## src/core/ldr_pkg.sv

```systemverilog
// constants shared by the lighting director register bank
`default_nettype none
package ldr_pkg;

  localparam int unsigned ADDR_W = 12;
  localparam int unsigned DATA_W = 32;
  localparam int unsigned BYTE_W = 8;
  localparam int unsigned WORD_W = 16;
  localparam int unsigned IDX_W  = 10;

  // register indices; byte address is four times the index
  localparam logic [IDX_W-1:0] IDX_DIRECTOR_CONFIG  = 10'h060;
  localparam logic [IDX_W-1:0] IDX_DIRECTOR_CONTROL = 10'h061;
  localparam logic [IDX_W-1:0] IDX_CH1_HIGH         = 10'h062;
  localparam logic [IDX_W-1:0] IDX_CH1_LOW          = 10'h063;
  localparam logic [IDX_W-1:0] IDX_CH2_HIGH         = 10'h064;
  localparam logic [IDX_W-1:0] IDX_CH2_LOW          = 10'h065;
  localparam logic [IDX_W-1:0] IDX_CH3_HIGH         = 10'h066;
  localparam logic [IDX_W-1:0] IDX_CH3_LOW          = 10'h067;
  localparam logic [IDX_W-1:0] IDX_LUX_HIGH         = 10'h070;
  localparam logic [IDX_W-1:0] IDX_LUX_LOW          = 10'h071;
  localparam logic [IDX_W-1:0] IDX_CCT_HIGH         = 10'h072;
  localparam logic [IDX_W-1:0] IDX_CCT_LOW          = 10'h073;
  localparam logic [IDX_W-1:0] IDX_IRQ_STATUS       = 10'h080;
  localparam logic [IDX_W-1:0] IDX_IRQ_MASK         = 10'h081;

  // director_config fields
  localparam int unsigned CFG_MODE_LSB = 4;
  localparam int unsigned CFG_MODE_MSB = 7;
  localparam int unsigned CFG_INT_BIT  = 1;
  localparam int unsigned CFG_LEARN_BIT = 0;
  // director_control fields
  localparam int unsigned CTL_START_BIT = 0;
  // interrupt status / mask fields
  localparam int unsigned IRQ_RESULT_BIT = 0;
  localparam int unsigned IRQ_LEARN_BIT  = 1;
  localparam int unsigned IRQ_W          = 2;

  typedef logic [3:0] ldr_mode_t;
  localparam ldr_mode_t MODE_DAYLIGHT      = 4'h0;
  localparam ldr_mode_t MODE_DAY_PLUS_TUNE = 4'h1;
  localparam ldr_mode_t MODE_COMBINED      = 4'h2;

  localparam logic [BYTE_W-1:0] CFG_RESET  = 8'h00;
  localparam logic [BYTE_W-1:0] CTL_RESET  = 8'h00;
  localparam logic [WORD_W-1:0] WORD_RESET = 16'h0000;
  localparam logic [IRQ_W-1:0]  IRQ_RESET  = 2'h0;

endpackage
`default_nettype wire

```

## src/core/ldr_regs.sv

```systemverilog
// APB register bank of the lighting director
//
// Local design decision: the APB slave port.
`timescale 1ns/10ps
`default_nettype none

module ldr_regs
  import ldr_pkg::*;
(
  input  wire logic              pclk,
  input  wire logic              presetn,
  input  wire logic              psel,
  input  wire logic              penable,
  input  wire logic              pwrite,
  input  wire logic [ADDR_W-1:0] paddr,
  input  wire logic [DATA_W-1:0] pwdata,
  output var  logic [DATA_W-1:0] prdata,
  output var  logic              pready,
  output var  logic              pslverr,
  input  wire logic              core_result_valid,
  input  wire logic [WORD_W-1:0] core_level,
  input  wire logic [WORD_W-1:0] core_tune_a,
  input  wire logic [WORD_W-1:0] core_tune_b,
  input  wire logic              core_learn_done,
  output var  logic              conv_start,
  output var  logic              learn_active,
  output var  logic [3:0]        channel_configuration,
  output var  logic [WORD_W-1:0] lux_target,
  output var  logic [WORD_W-1:0] cct_target,
  output var  logic              irq
);

  ////////////////////////////////////////////////////////////////////////////
  // address decode

  function automatic logic idx_mapped(input logic [IDX_W-1:0] idx);
    idx_mapped = (idx >= IDX_DIRECTOR_CONFIG && idx <= IDX_CH3_LOW) ||
                 (idx >= IDX_LUX_HIGH && idx <= IDX_CCT_LOW) ||
                 idx == IDX_IRQ_STATUS || idx == IDX_IRQ_MASK;
  endfunction

  logic              pready_ff;
  logic              pslverr_ff;
  logic [DATA_W-1:0] prdata_ff;
  logic [BYTE_W-1:0] cfg_ff;
  logic              start_ff;
  logic [WORD_W-1:0] ch1_ff;
  logic [WORD_W-1:0] ch2_ff;
  logic [WORD_W-1:0] ch3_ff;
  logic [WORD_W-1:0] lux_ff;
  logic [WORD_W-1:0] cct_ff;
  logic [IRQ_W-1:0]  status_ff;
  logic [IRQ_W-1:0]  mask_ff;
  logic              irq_ff;

  wire logic [IDX_W-1:0]  idx       = paddr[ADDR_W-1:2];
  wire logic              aligned   = (paddr[1:0] == 2'h0);
  wire logic              hit       = aligned && idx_mapped(idx);
  wire logic              setup     = psel && !penable;
  wire logic              wr_en     = psel && penable && pwrite && pready_ff && hit;
  wire logic [BYTE_W-1:0] wbyte     = pwdata[BYTE_W-1:0];
  wire logic              wr_cfg    = wr_en && idx == IDX_DIRECTOR_CONFIG;
  wire logic              wr_ctl    = wr_en && idx == IDX_DIRECTOR_CONTROL;
  wire logic              wr_lux_h  = wr_en && idx == IDX_LUX_HIGH;
  wire logic              wr_lux_l  = wr_en && idx == IDX_LUX_LOW;
  wire logic              wr_cct_h  = wr_en && idx == IDX_CCT_HIGH;
  wire logic              wr_cct_l  = wr_en && idx == IDX_CCT_LOW;
  wire logic              wr_status = wr_en && idx == IDX_IRQ_STATUS;
  wire logic              wr_mask   = wr_en && idx == IDX_IRQ_MASK;

  ////////////////////////////////////////////////////////////////////////////
  // result mapping per channel configuration

  wire ldr_mode_t mode = cfg_ff[CFG_MODE_MSB:CFG_MODE_LSB];

  // core_level is dimming in configs 0/1 and brightness in config 2
  wire logic [WORD_W-1:0] nxt_ch1 = core_level;
  wire logic [WORD_W-1:0] nxt_ch2 =
    (mode == MODE_DAY_PLUS_TUNE) ? core_tune_a :
    (mode == MODE_COMBINED)      ? core_tune_b : WORD_RESET;
  wire logic [WORD_W-1:0] nxt_ch3 =
    (mode == MODE_DAY_PLUS_TUNE) ? ~core_tune_a :
    (mode == MODE_COMBINED)      ? core_tune_b : WORD_RESET;

  // a result only counts while a conversion is pending
  wire logic result_evt = core_result_valid && start_ff;
  wire logic learn_evt  = core_learn_done && cfg_ff[CFG_LEARN_BIT];

  ////////////////////////////////////////////////////////////////////////////
  // next-state values

  logic [BYTE_W-1:0] nxt_cfg;
  always_comb begin
    nxt_cfg = cfg_ff;
    if (learn_evt) begin
      nxt_cfg[CFG_LEARN_BIT] = 1'b0;
    end
    if (wr_cfg) begin
      nxt_cfg = {wbyte[CFG_MODE_MSB:CFG_MODE_LSB], 2'h0,
                 wbyte[CFG_INT_BIT], wbyte[CFG_LEARN_BIT] | nxt_cfg[CFG_LEARN_BIT]};
    end
  end

  // a host write of one in the completion cycle keeps the new request
  wire logic nxt_start = wr_ctl ? wbyte[CTL_START_BIT] :
                         (result_evt ? 1'b0 : start_ff);

  wire logic [IRQ_W-1:0] evt_vec = {learn_evt, result_evt};
  // set wins over write-one-to-clear
  wire logic [IRQ_W-1:0] nxt_status =
    (status_ff & ~(wr_status ? wbyte[IRQ_W-1:0] : IRQ_RESET)) | evt_vec;
  wire logic nxt_irq = nxt_cfg[CFG_INT_BIT] && |(nxt_status & mask_ff);

  wire logic [WORD_W-1:0] nxt_lux = {wr_lux_h ? wbyte : lux_ff[WORD_W-1:BYTE_W],
                                     wr_lux_l ? wbyte : lux_ff[BYTE_W-1:0]};
  wire logic [WORD_W-1:0] nxt_cct = {wr_cct_h ? wbyte : cct_ff[WORD_W-1:BYTE_W],
                                     wr_cct_l ? wbyte : cct_ff[BYTE_W-1:0]};

  ////////////////////////////////////////////////////////////////////////////
  // read selection, high byte at the lower index

  wire logic [BYTE_W-1:0] rd_byte =
    (idx == IDX_DIRECTOR_CONFIG)  ? cfg_ff :
    (idx == IDX_DIRECTOR_CONTROL) ? {7'h00, start_ff} :
    (idx == IDX_CH1_HIGH)         ? ch1_ff[WORD_W-1:BYTE_W] :
    (idx == IDX_CH1_LOW)          ? ch1_ff[BYTE_W-1:0] :
    (idx == IDX_CH2_HIGH)         ? ch2_ff[WORD_W-1:BYTE_W] :
    (idx == IDX_CH2_LOW)          ? ch2_ff[BYTE_W-1:0] :
    (idx == IDX_CH3_HIGH)         ? ch3_ff[WORD_W-1:BYTE_W] :
    (idx == IDX_CH3_LOW)          ? ch3_ff[BYTE_W-1:0] :
    (idx == IDX_LUX_HIGH)         ? lux_ff[WORD_W-1:BYTE_W] :
    (idx == IDX_LUX_LOW)          ? lux_ff[BYTE_W-1:0] :
    (idx == IDX_CCT_HIGH)         ? cct_ff[WORD_W-1:BYTE_W] :
    (idx == IDX_CCT_LOW)          ? cct_ff[BYTE_W-1:0] :
    (idx == IDX_IRQ_STATUS)       ? {6'h00, status_ff} :
    (idx == IDX_IRQ_MASK)         ? {6'h00, mask_ff} : 8'h00;

  wire logic [DATA_W-1:0] nxt_prdata = (setup && !pwrite && hit) ?
                                       {24'h000000, rd_byte} : {DATA_W{1'b0}};

  ////////////////////////////////////////////////////////////////////////////
  // apb handshake: no wait state, data captured in the setup cycle

  always_ff @(posedge pclk or negedge presetn) begin
    if (!presetn) begin
      pready_ff  <= 1'b0;
      pslverr_ff <= 1'b0;
      prdata_ff  <= {DATA_W{1'b0}};
    end else begin
      pready_ff  <= setup;
      pslverr_ff <= setup && !hit;
      prdata_ff  <= nxt_prdata;
    end
  end

  ////////////////////////////////////////////////////////////////////////////
  // control and target registers

  always_ff @(posedge pclk or negedge presetn) begin
    if (!presetn) begin
      cfg_ff   <= CFG_RESET;
      start_ff <= 1'b0;
      lux_ff   <= WORD_RESET;
      cct_ff   <= WORD_RESET;
    end else begin
      cfg_ff   <= nxt_cfg;
      start_ff <= nxt_start;
      lux_ff   <= nxt_lux;
      cct_ff   <= nxt_cct;
    end
  end

  ////////////////////////////////////////////////////////////////////////////
  // result words, loaded when a core result arrives while the start bit is set

  always_ff @(posedge pclk or negedge presetn) begin
    if (!presetn) begin
      ch1_ff <= WORD_RESET;
      ch2_ff <= WORD_RESET;
      ch3_ff <= WORD_RESET;
    end else if (result_evt) begin
      ch1_ff <= nxt_ch1;
      ch2_ff <= nxt_ch2;
      ch3_ff <= nxt_ch3;
    end
  end

  ////////////////////////////////////////////////////////////////////////////
  // interrupt status, mask and pin

  always_ff @(posedge pclk or negedge presetn) begin
    if (!presetn) begin
      status_ff <= IRQ_RESET;
      mask_ff   <= IRQ_RESET;
      irq_ff    <= 1'b0;
    end else begin
      status_ff <= nxt_status;
      mask_ff   <= wr_mask ? wbyte[IRQ_W-1:0] : mask_ff;
      irq_ff    <= nxt_irq;
    end
  end

  assign prdata                = prdata_ff;
  assign pready                = pready_ff;
  assign pslverr               = pslverr_ff;
  assign conv_start            = start_ff;
  assign learn_active          = cfg_ff[CFG_LEARN_BIT];
  assign channel_configuration = cfg_ff[CFG_MODE_MSB:CFG_MODE_LSB];
  assign lux_target            = lux_ff;
  assign cct_target            = cct_ff;
  assign irq                   = irq_ff;

endmodule

`default_nettype wire

```

## config.mk

```make
export PLATFORM = sky130hd
export DESIGN_NAME = ldr_regs
export DESIGN_NICKNAME = d
export VERILOG_FILES = /design/src/core/ldr_pkg.sv /design/src/core/ldr_regs.sv
export SDC_FILE = /design/constraint.sdc
export NUM_CORES = 1
export LEC_CHECK = 0
export ABC_AREA = 1
export BUFFER_PORTS_ARGS = -buffer_cell sky130_fd_sc_hd__buf_4
export CAP_MARGIN = 10
export CORE_MARGIN = 2
export CORE_UTILIZATION = 51
export DETAILED_ROUTE_END_ITERATION = 10
export GPL_ROUTABILITY_DRIVEN = 0
export GPL_TIMING_DRIVEN = 0
export PLACE_DENSITY_LB_ADDON = 0.1
export SKIP_CTS_REPAIR_TIMING = 1
export SYNTH_ARGS = -nofsm -noshare
export SYNTH_HDL_FRONTEND = slang
export SYNTH_SLANG_ARGS = --single-unit
```

## constraint.sdc

```tcl
create_clock -name pclk -period 2.45 [get_ports pclk]
set_input_delay 0.245 -clock pclk [delete_from_list [all_inputs] [get_ports pclk]]
set_output_delay 0.245 -clock pclk [all_outputs]
set_load 0.005 [all_outputs]
```

## After elaboration in Yosys (flattened, before gate mapping)

Cells that the tools add are included.
W data, S select, Z words.

| word-level totals | value |
|---|---|
| input bits | 99 |
| bits in latches | 0 |
| register bits | 102 |
| bits in writable memories | 0 |
| memories kept | 0 |
| bits in read-only memories | 0 |

| cells by class | value |
|---|---|
| $lt $le $gt $ge | 4 |
| reduce and logical (&&, ||, !) cells | 31 |
| add/sub/neg operators | 0 |
| mux-type cells | 23 |
| bitwise operators | 6 |
| divide/modulo/power cells | 0 |
| equal/unequal tests | 16 |
| shift operators | 0 |
| multipliers | 0 |

Operators by type and width:

| operator | number |
|---|---|
| $eq A10 B7 Y1 const B | 12 |
| $mux W8 | 13 |
| $mux W16 | 3 |
| $logic_and A1 B1 Y1 | 22 |
| $eq A10 B8 Y1 const B | 2 |
| $ge A10 B7 Y1 const B | 2 |
| $le A10 B7 Y1 const B | 2 |
| $not A16 Y16 | 1 |
| $mux W2 | 4 |
| $and A2 B2 Y2 | 2 |
| $eq A4 B1 Y1 const B | 1 |
| $eq A4 B2 Y1 const B | 1 |
| $logic_not A1 Y1 | 3 |
| $logic_or A1 B1 Y1 | 3 |
| $mux W1 | 3 |
| $logic_not A2 Y1 | 1 |
| $not A2 Y2 | 1 |
| $or A2 B2 Y2 | 1 |
| $reduce_bool A2 Y1 | 1 |
| $reduce_or A2 Y1 | 1 |
| $or A1 B1 Y1 | 1 |

## Depth between registers and ports, before layout

| depth | value |
|---|---|
| word-level depth | 16 |
| mapped depth | 14 |
| depth with buffers taken out | 14 |

## Worst setup path after synthesis

OpenSTA, ideal clock, no wires.

| timing | value |
|---|---|
| path type | input -> register |
| start | input paddr[11] |
| end | register cct_ff[5], in the netlist cct_target[5] |
| setup slack | 0.618 ns |
| buffers on the path | 1 |
| data arrival time | 1.705 ns |
| library setup time | 0.127 ns |
| stages on the path | 11 |
| data required time | 2.323 ns |
| cell sequence | nor2_1 inv_1 nor2_1 nand3_1 nand4_1 nand2_1 nor4_4 nand3_1 buf_2 nand2_1 o21ai_0 |

| between the ends | value |
|---|---|
| longest elaborated chain between the ends | 8 |

Ends and longest elaborated chain:

| item | line | RTL |
|---|---|---|
| start, declared | ldr_regs.sv:15 | `input wire logic [ADDR_W-1:0] paddr,` |
| $ge A10 B7 Y1, or another cell as far along | ldr_regs.sv:37 | `idx_mapped = (idx >= IDX_DIRECTOR_CONFIG && idx <= IDX_CH3_LOW) \|\|` |
| $logic_and A1 B1 Y1, on equally long branches | ldr_regs.sv:37, ldr_regs.sv:38 |  |
| $logic_or A1 B1 Y1 | ldr_regs.sv:37 |  |
| $logic_or A1 B1 Y1 | ldr_regs.sv:38 | `(idx >= IDX_LUX_HIGH && idx <= IDX_CCT_LOW) \|\|` |
| $logic_or A1 B1 Y1 | ldr_regs.sv:39 | `idx == IDX_IRQ_STATUS \|\| idx == IDX_IRQ_MASK;` |
| $logic_and A1 B1 Y1 | ldr_regs.sv:58 | `wire logic hit = aligned && idx_mapped(idx);` |
| $logic_and A1 B1 Y1 | ldr_regs.sv:60 | `wire logic wr_en = psel && penable && pwrite && pready_ff && hit;` |
| $logic_and A1 B1 Y1 * | ldr_regs.sv:67 | `wire logic wr_cct_l = wr_en && idx == IDX_CCT_LOW;` |
| end signal, assigned | ldr_regs.sv:169 | `cct_ff <= nxt_cct;` |
| end, declared | ldr_regs.sv:51 | `logic [WORD_W-1:0] cct_ff;` |

Every way passes the cells marked *; elsewhere a longest branch is shown, timed or not.
A chain may end at the register's enable or synchronous reset.

## Worst setup path in the final report

| timing | value |
|---|---|
| start | register cfg_ff[5] |
| end | register ch3_ff[4] |

| between the ends | value |
|---|---|
| longest elaborated chain between the ends | 3 |

Ends and longest elaborated chain:

| item | line | RTL |
|---|---|---|
| start, declared | ldr_regs.sv:45 | `logic [BYTE_W-1:0] cfg_ff;` |
| start signal, assigned | ldr_regs.sv:166 | `cfg_ff <= nxt_cfg;` |
| $eq A4 B2 Y1 | ldr_regs.sv:83 | `(mode == MODE_COMBINED) ? core_tune_b : WORD_RESET;` |
| $mux W16 | ldr_regs.sv:83 |  |
| $mux W16 * | ldr_regs.sv:82 | `(mode == MODE_DAY_PLUS_TUNE) ? ~core_tune_a :` |
| end signal, assigned | ldr_regs.sv:184 | `ch3_ff <= nxt_ch3;` |
| end, declared | ldr_regs.sv:49 | `logic [WORD_W-1:0] ch3_ff;` |

Marks and branches as above.

==> metrics <==
Peak Freq 438 MHz; synthesized area divided by synthesized cell count 8.35 um^2; sequential group share of total power 0.545; number of core rows 37; data arrival time at the worst-slack endpoint 2.60 ns; CTS H-Tree Depth 3; switching portion of total power 0.257; Detail Placement HPWL 11,700 um; outcome complete, but fails checks; Skew-Pair Late Insertion Delay 0.38 ns; number of warning messages in the yosys log 0; FF-to-FF path depth 6; RSZ-0062 raised after global routing false; die area 11,200 um^2; internal power component 2.30 mW; clock transition at the registers of the reported paths 0.11 ns; clock tree from TritonCTS built; sequential cell area 2550 um^2; number of top-level pins 172; floorplan core area 10,200 um^2; endpoints failing hold 44; WHS -0.0757 ns; Vias/cell 5.47; Max Transition Viols Final 0; type of the setup path with the least slack flop to flop; final count of negative-setup-slack endpoints 0; number of synthesized register bits 102; largest net degree at the start of global routing 103; fill cell count 930; Die Width 106 um; number of buffers between clock root and the deepest sink 2; power after layout 3.10 mW; class of the tightest hold or removal check input port to async pin; clock network fraction of design power 0.377; violated checks negative hold slack; nets@finish 890; most frequent standard cell in the layout excluding fill and tap cells sky130_fd_sc_hd__buf_4; PortBufs 122; critical path startpoint category flop; net switching power of the design 0.795 mW; GRT Util Overall 0.278; detailed-route wire length per cell 16.3 um; Detailed Route WL 15,200 um; part of the total power dissipated in combinational logic 0.078; antenna violations before repair 0; leakage component of the power 3.33 nW; number of routed nets with antenna violations 0; synthesis-to-layout area growth 26.9%; skew final 0.0106 ns; Unique masters post-synth 27; number of sinks driven by the clock tree 102; Peak supply drop 0.324 mV; drc violations 0; total CTS buffers 9; initial cell density of the core 0.518; maximum fanout along the worst path 10; required time worst endpoint 2.77 ns; share of post-route cells with drive strength above 1 0.263; final cycle utilization of the critical path 0.931; total power divided by cell area 462 nW/um^2; most frequent cells in the layout sky130_fd_sc_hd__buf_4 (152), sky130_fd_sc_hd__nand2_1 (146), sky130_fd_sc_hd__dfrtp_1 (102); count of max-cap constraint violations 0; vertical die dimension 106 um; type of element capturing the critical path flop; Worst Max-Slew Pin Slew 0.934 ns; slack of the worst reg-to-reg path 0.17 ns; Fin Setup TNS 0 ns; Syn Inst Count 632; sequential area share after synthesis 0.484; total area of multi-input combinational cells 2340 um^2; Tmin final 2.28 ns; router iterations before antenna repair 5; vias after detailed routing 5,101; diode count 0; First DRT Iteration DRCs 457; cell area after synthesis 5280 um^2; worst slew margin relative to its limit 0.377; number of global-route vias before repair 4,820; Clock Tree Root sky130_fd_sc_hd__clkbuf_8; total overflow reported by the global router 0; first-pass GRT wire length 24,200 um
==> final timing paths <==
| kind | to | start |
|---|---|---|
| setup / recovery | ch3_ff[4]$_DFFE_PN0P_ | cfg_ff[5]$_DFFE_PN0N_ |
| hold / removal | irq$_DFF_PN0_ | presetn |
| setup reg to reg | ch3_ff[4]$_DFFE_PN0P_ | cfg_ff[5]$_DFFE_PN0N_ |
| hold reg to reg | ch1_ff[14]$_DFFE_PN0P_ | ch1_ff[14]$_DFFE_PN0P_ |
| max in group asynchronous | cfg_ff[6]$_DFFE_PN0N_ | presetn |
| min in group pclk | pslverr$_DFF_PN0_ | penable |
==> power groups by stage <==
stage / combinational [mW] / sequential [mW] / clock, mW
5_1_grt: 0.268 / 1.69 / 1.24
3_5_place_dp: 0.240 / 1.72 / 0
4_1_cts: 0.240 / 1.69 / 1.17
2_1_floorplan: 0.0817 / 1.72 / 0
3_3_place_gp: 0.235 / 1.72 / 0
6_report: 0.241 / 1.69 / 1.17
==> synth_stat cells <==
cell type	number	area, um^2
sky130_fd_sc_hd__buf_1	2	7.51
sky130_fd_sc_hd__nand3b_1	1	7.51
sky130_fd_sc_hd__nand4_1	33	206
sky130_fd_sc_hd__o211ai_1	1	7.51
sky130_fd_sc_hd__conb_1	1	3.75
sky130_fd_sc_hd__or2_2	4	25.0
sky130_fd_sc_hd__dfrtp_1	102	2550
sky130_fd_sc_hd__nor4_1	2	12.5
sky130_fd_sc_hd__o21bai_1	1	7.51
sky130_fd_sc_hd__nor2_4	1	11.3
sky130_fd_sc_hd__mux2_2	28	315
sky130_fd_sc_hd__clkinv_1	1	3.75
sky130_fd_sc_hd__nand2_1	146	548
sky130_fd_sc_hd__o21ai_0	65	325
sky130_fd_sc_hd__nor3_1	8	40.0
sky130_fd_sc_hd__a21oi_1	48	240
sky130_fd_sc_hd__o31ai_1	2	15.0
sky130_fd_sc_hd__buf_2	5	25.0
sky130_fd_sc_hd__inv_1	42	158
sky130_fd_sc_hd__o22ai_1	1	6.26
sky130_fd_sc_hd__o221ai_1	1	8.76
sky130_fd_sc_hd__nor4_4	1	21.3
sky130_fd_sc_hd__nand3_1	27	135
sky130_fd_sc_hd__nor2_1	46	173
sky130_fd_sc_hd__buf_4	28	210
sky130_fd_sc_hd__a41oi_1	16	140
sky130_fd_sc_hd__clkbuf_1	19	71.3
==> critical path: stages, from the launching register on <==
cell                       delay (ns)
sky130_fd_sc_hd__dfrtp_1         0.50
sky130_fd_sc_hd__clkinv_1        0.29
sky130_fd_sc_hd__nor4_2          0.66
sky130_fd_sc_hd__buf_2           0.33
sky130_fd_sc_hd__nand2_1         0.11
sky130_fd_sc_hd__o21ai_0         0.13
sky130_fd_sc_hd__mux2_2          0.20
==> registers in the layout (all words and copies together), names as in the netlist <==
| signal | flops |
|---|---|
| ch3_ff | 16 |
| mask_ff | 2 |
| pslverr | 1 |
| prdata | 8 |
| cct_target | 16 |
| conv_start | 1 |
| irq | 1 |
| ch2_ff | 16 |
| lux_target | 16 |
| status_ff | 2 |
| cfg_ff | 6 |
| pready | 1 |
| ch1_ff | 16 |
==> metrics by stage <==
step	instances	setup WS, ns	cell area, um^2	util
after floorplan	655	0.618	5360	-
after global placement	913	-0.0969	6450	0.633
after detailed placement	913	-0.172	6450	0.633
after CTS	929	-0.141	6660	0.654
after global routing	932	0.0542	6700	0.657
final	932	0.169	6700	0.657
==> final cells by class <==
class	instances	area share
timing repair buffer	125	0.141
buffer	54	0.0469
inverter	43	0.0241
multi-input combinational	456	0.350
sequential	102	0.381
tap	136	0.0254
clock inverter	7	0.0135
clock buffer	9	0.0185
==> routing by layer <==
metal,GRT usage,share of wire,up-vias
li1,-,-,2430
met3,0.0544,0.092,36
met4,0.113,0.028,0
met1,0.389,0.42,2373
met2,0.424,0.46,262
met5,0,0,-
==> cell families (layout without fill, tap and decap cells) <==
logic type	after synthesis	in the layout	share of synthesized area
DFF	102	102	0.484
muxes	28	28	0.0597
other	1	24	0.000711
AOI/OAI and AO/OA	135	135	0.142
and+or+nand+nor	269	269	0.224
buffers and inverters	97	238	0.0901
No activity file was read; power rests on OpenSTA's default activity.
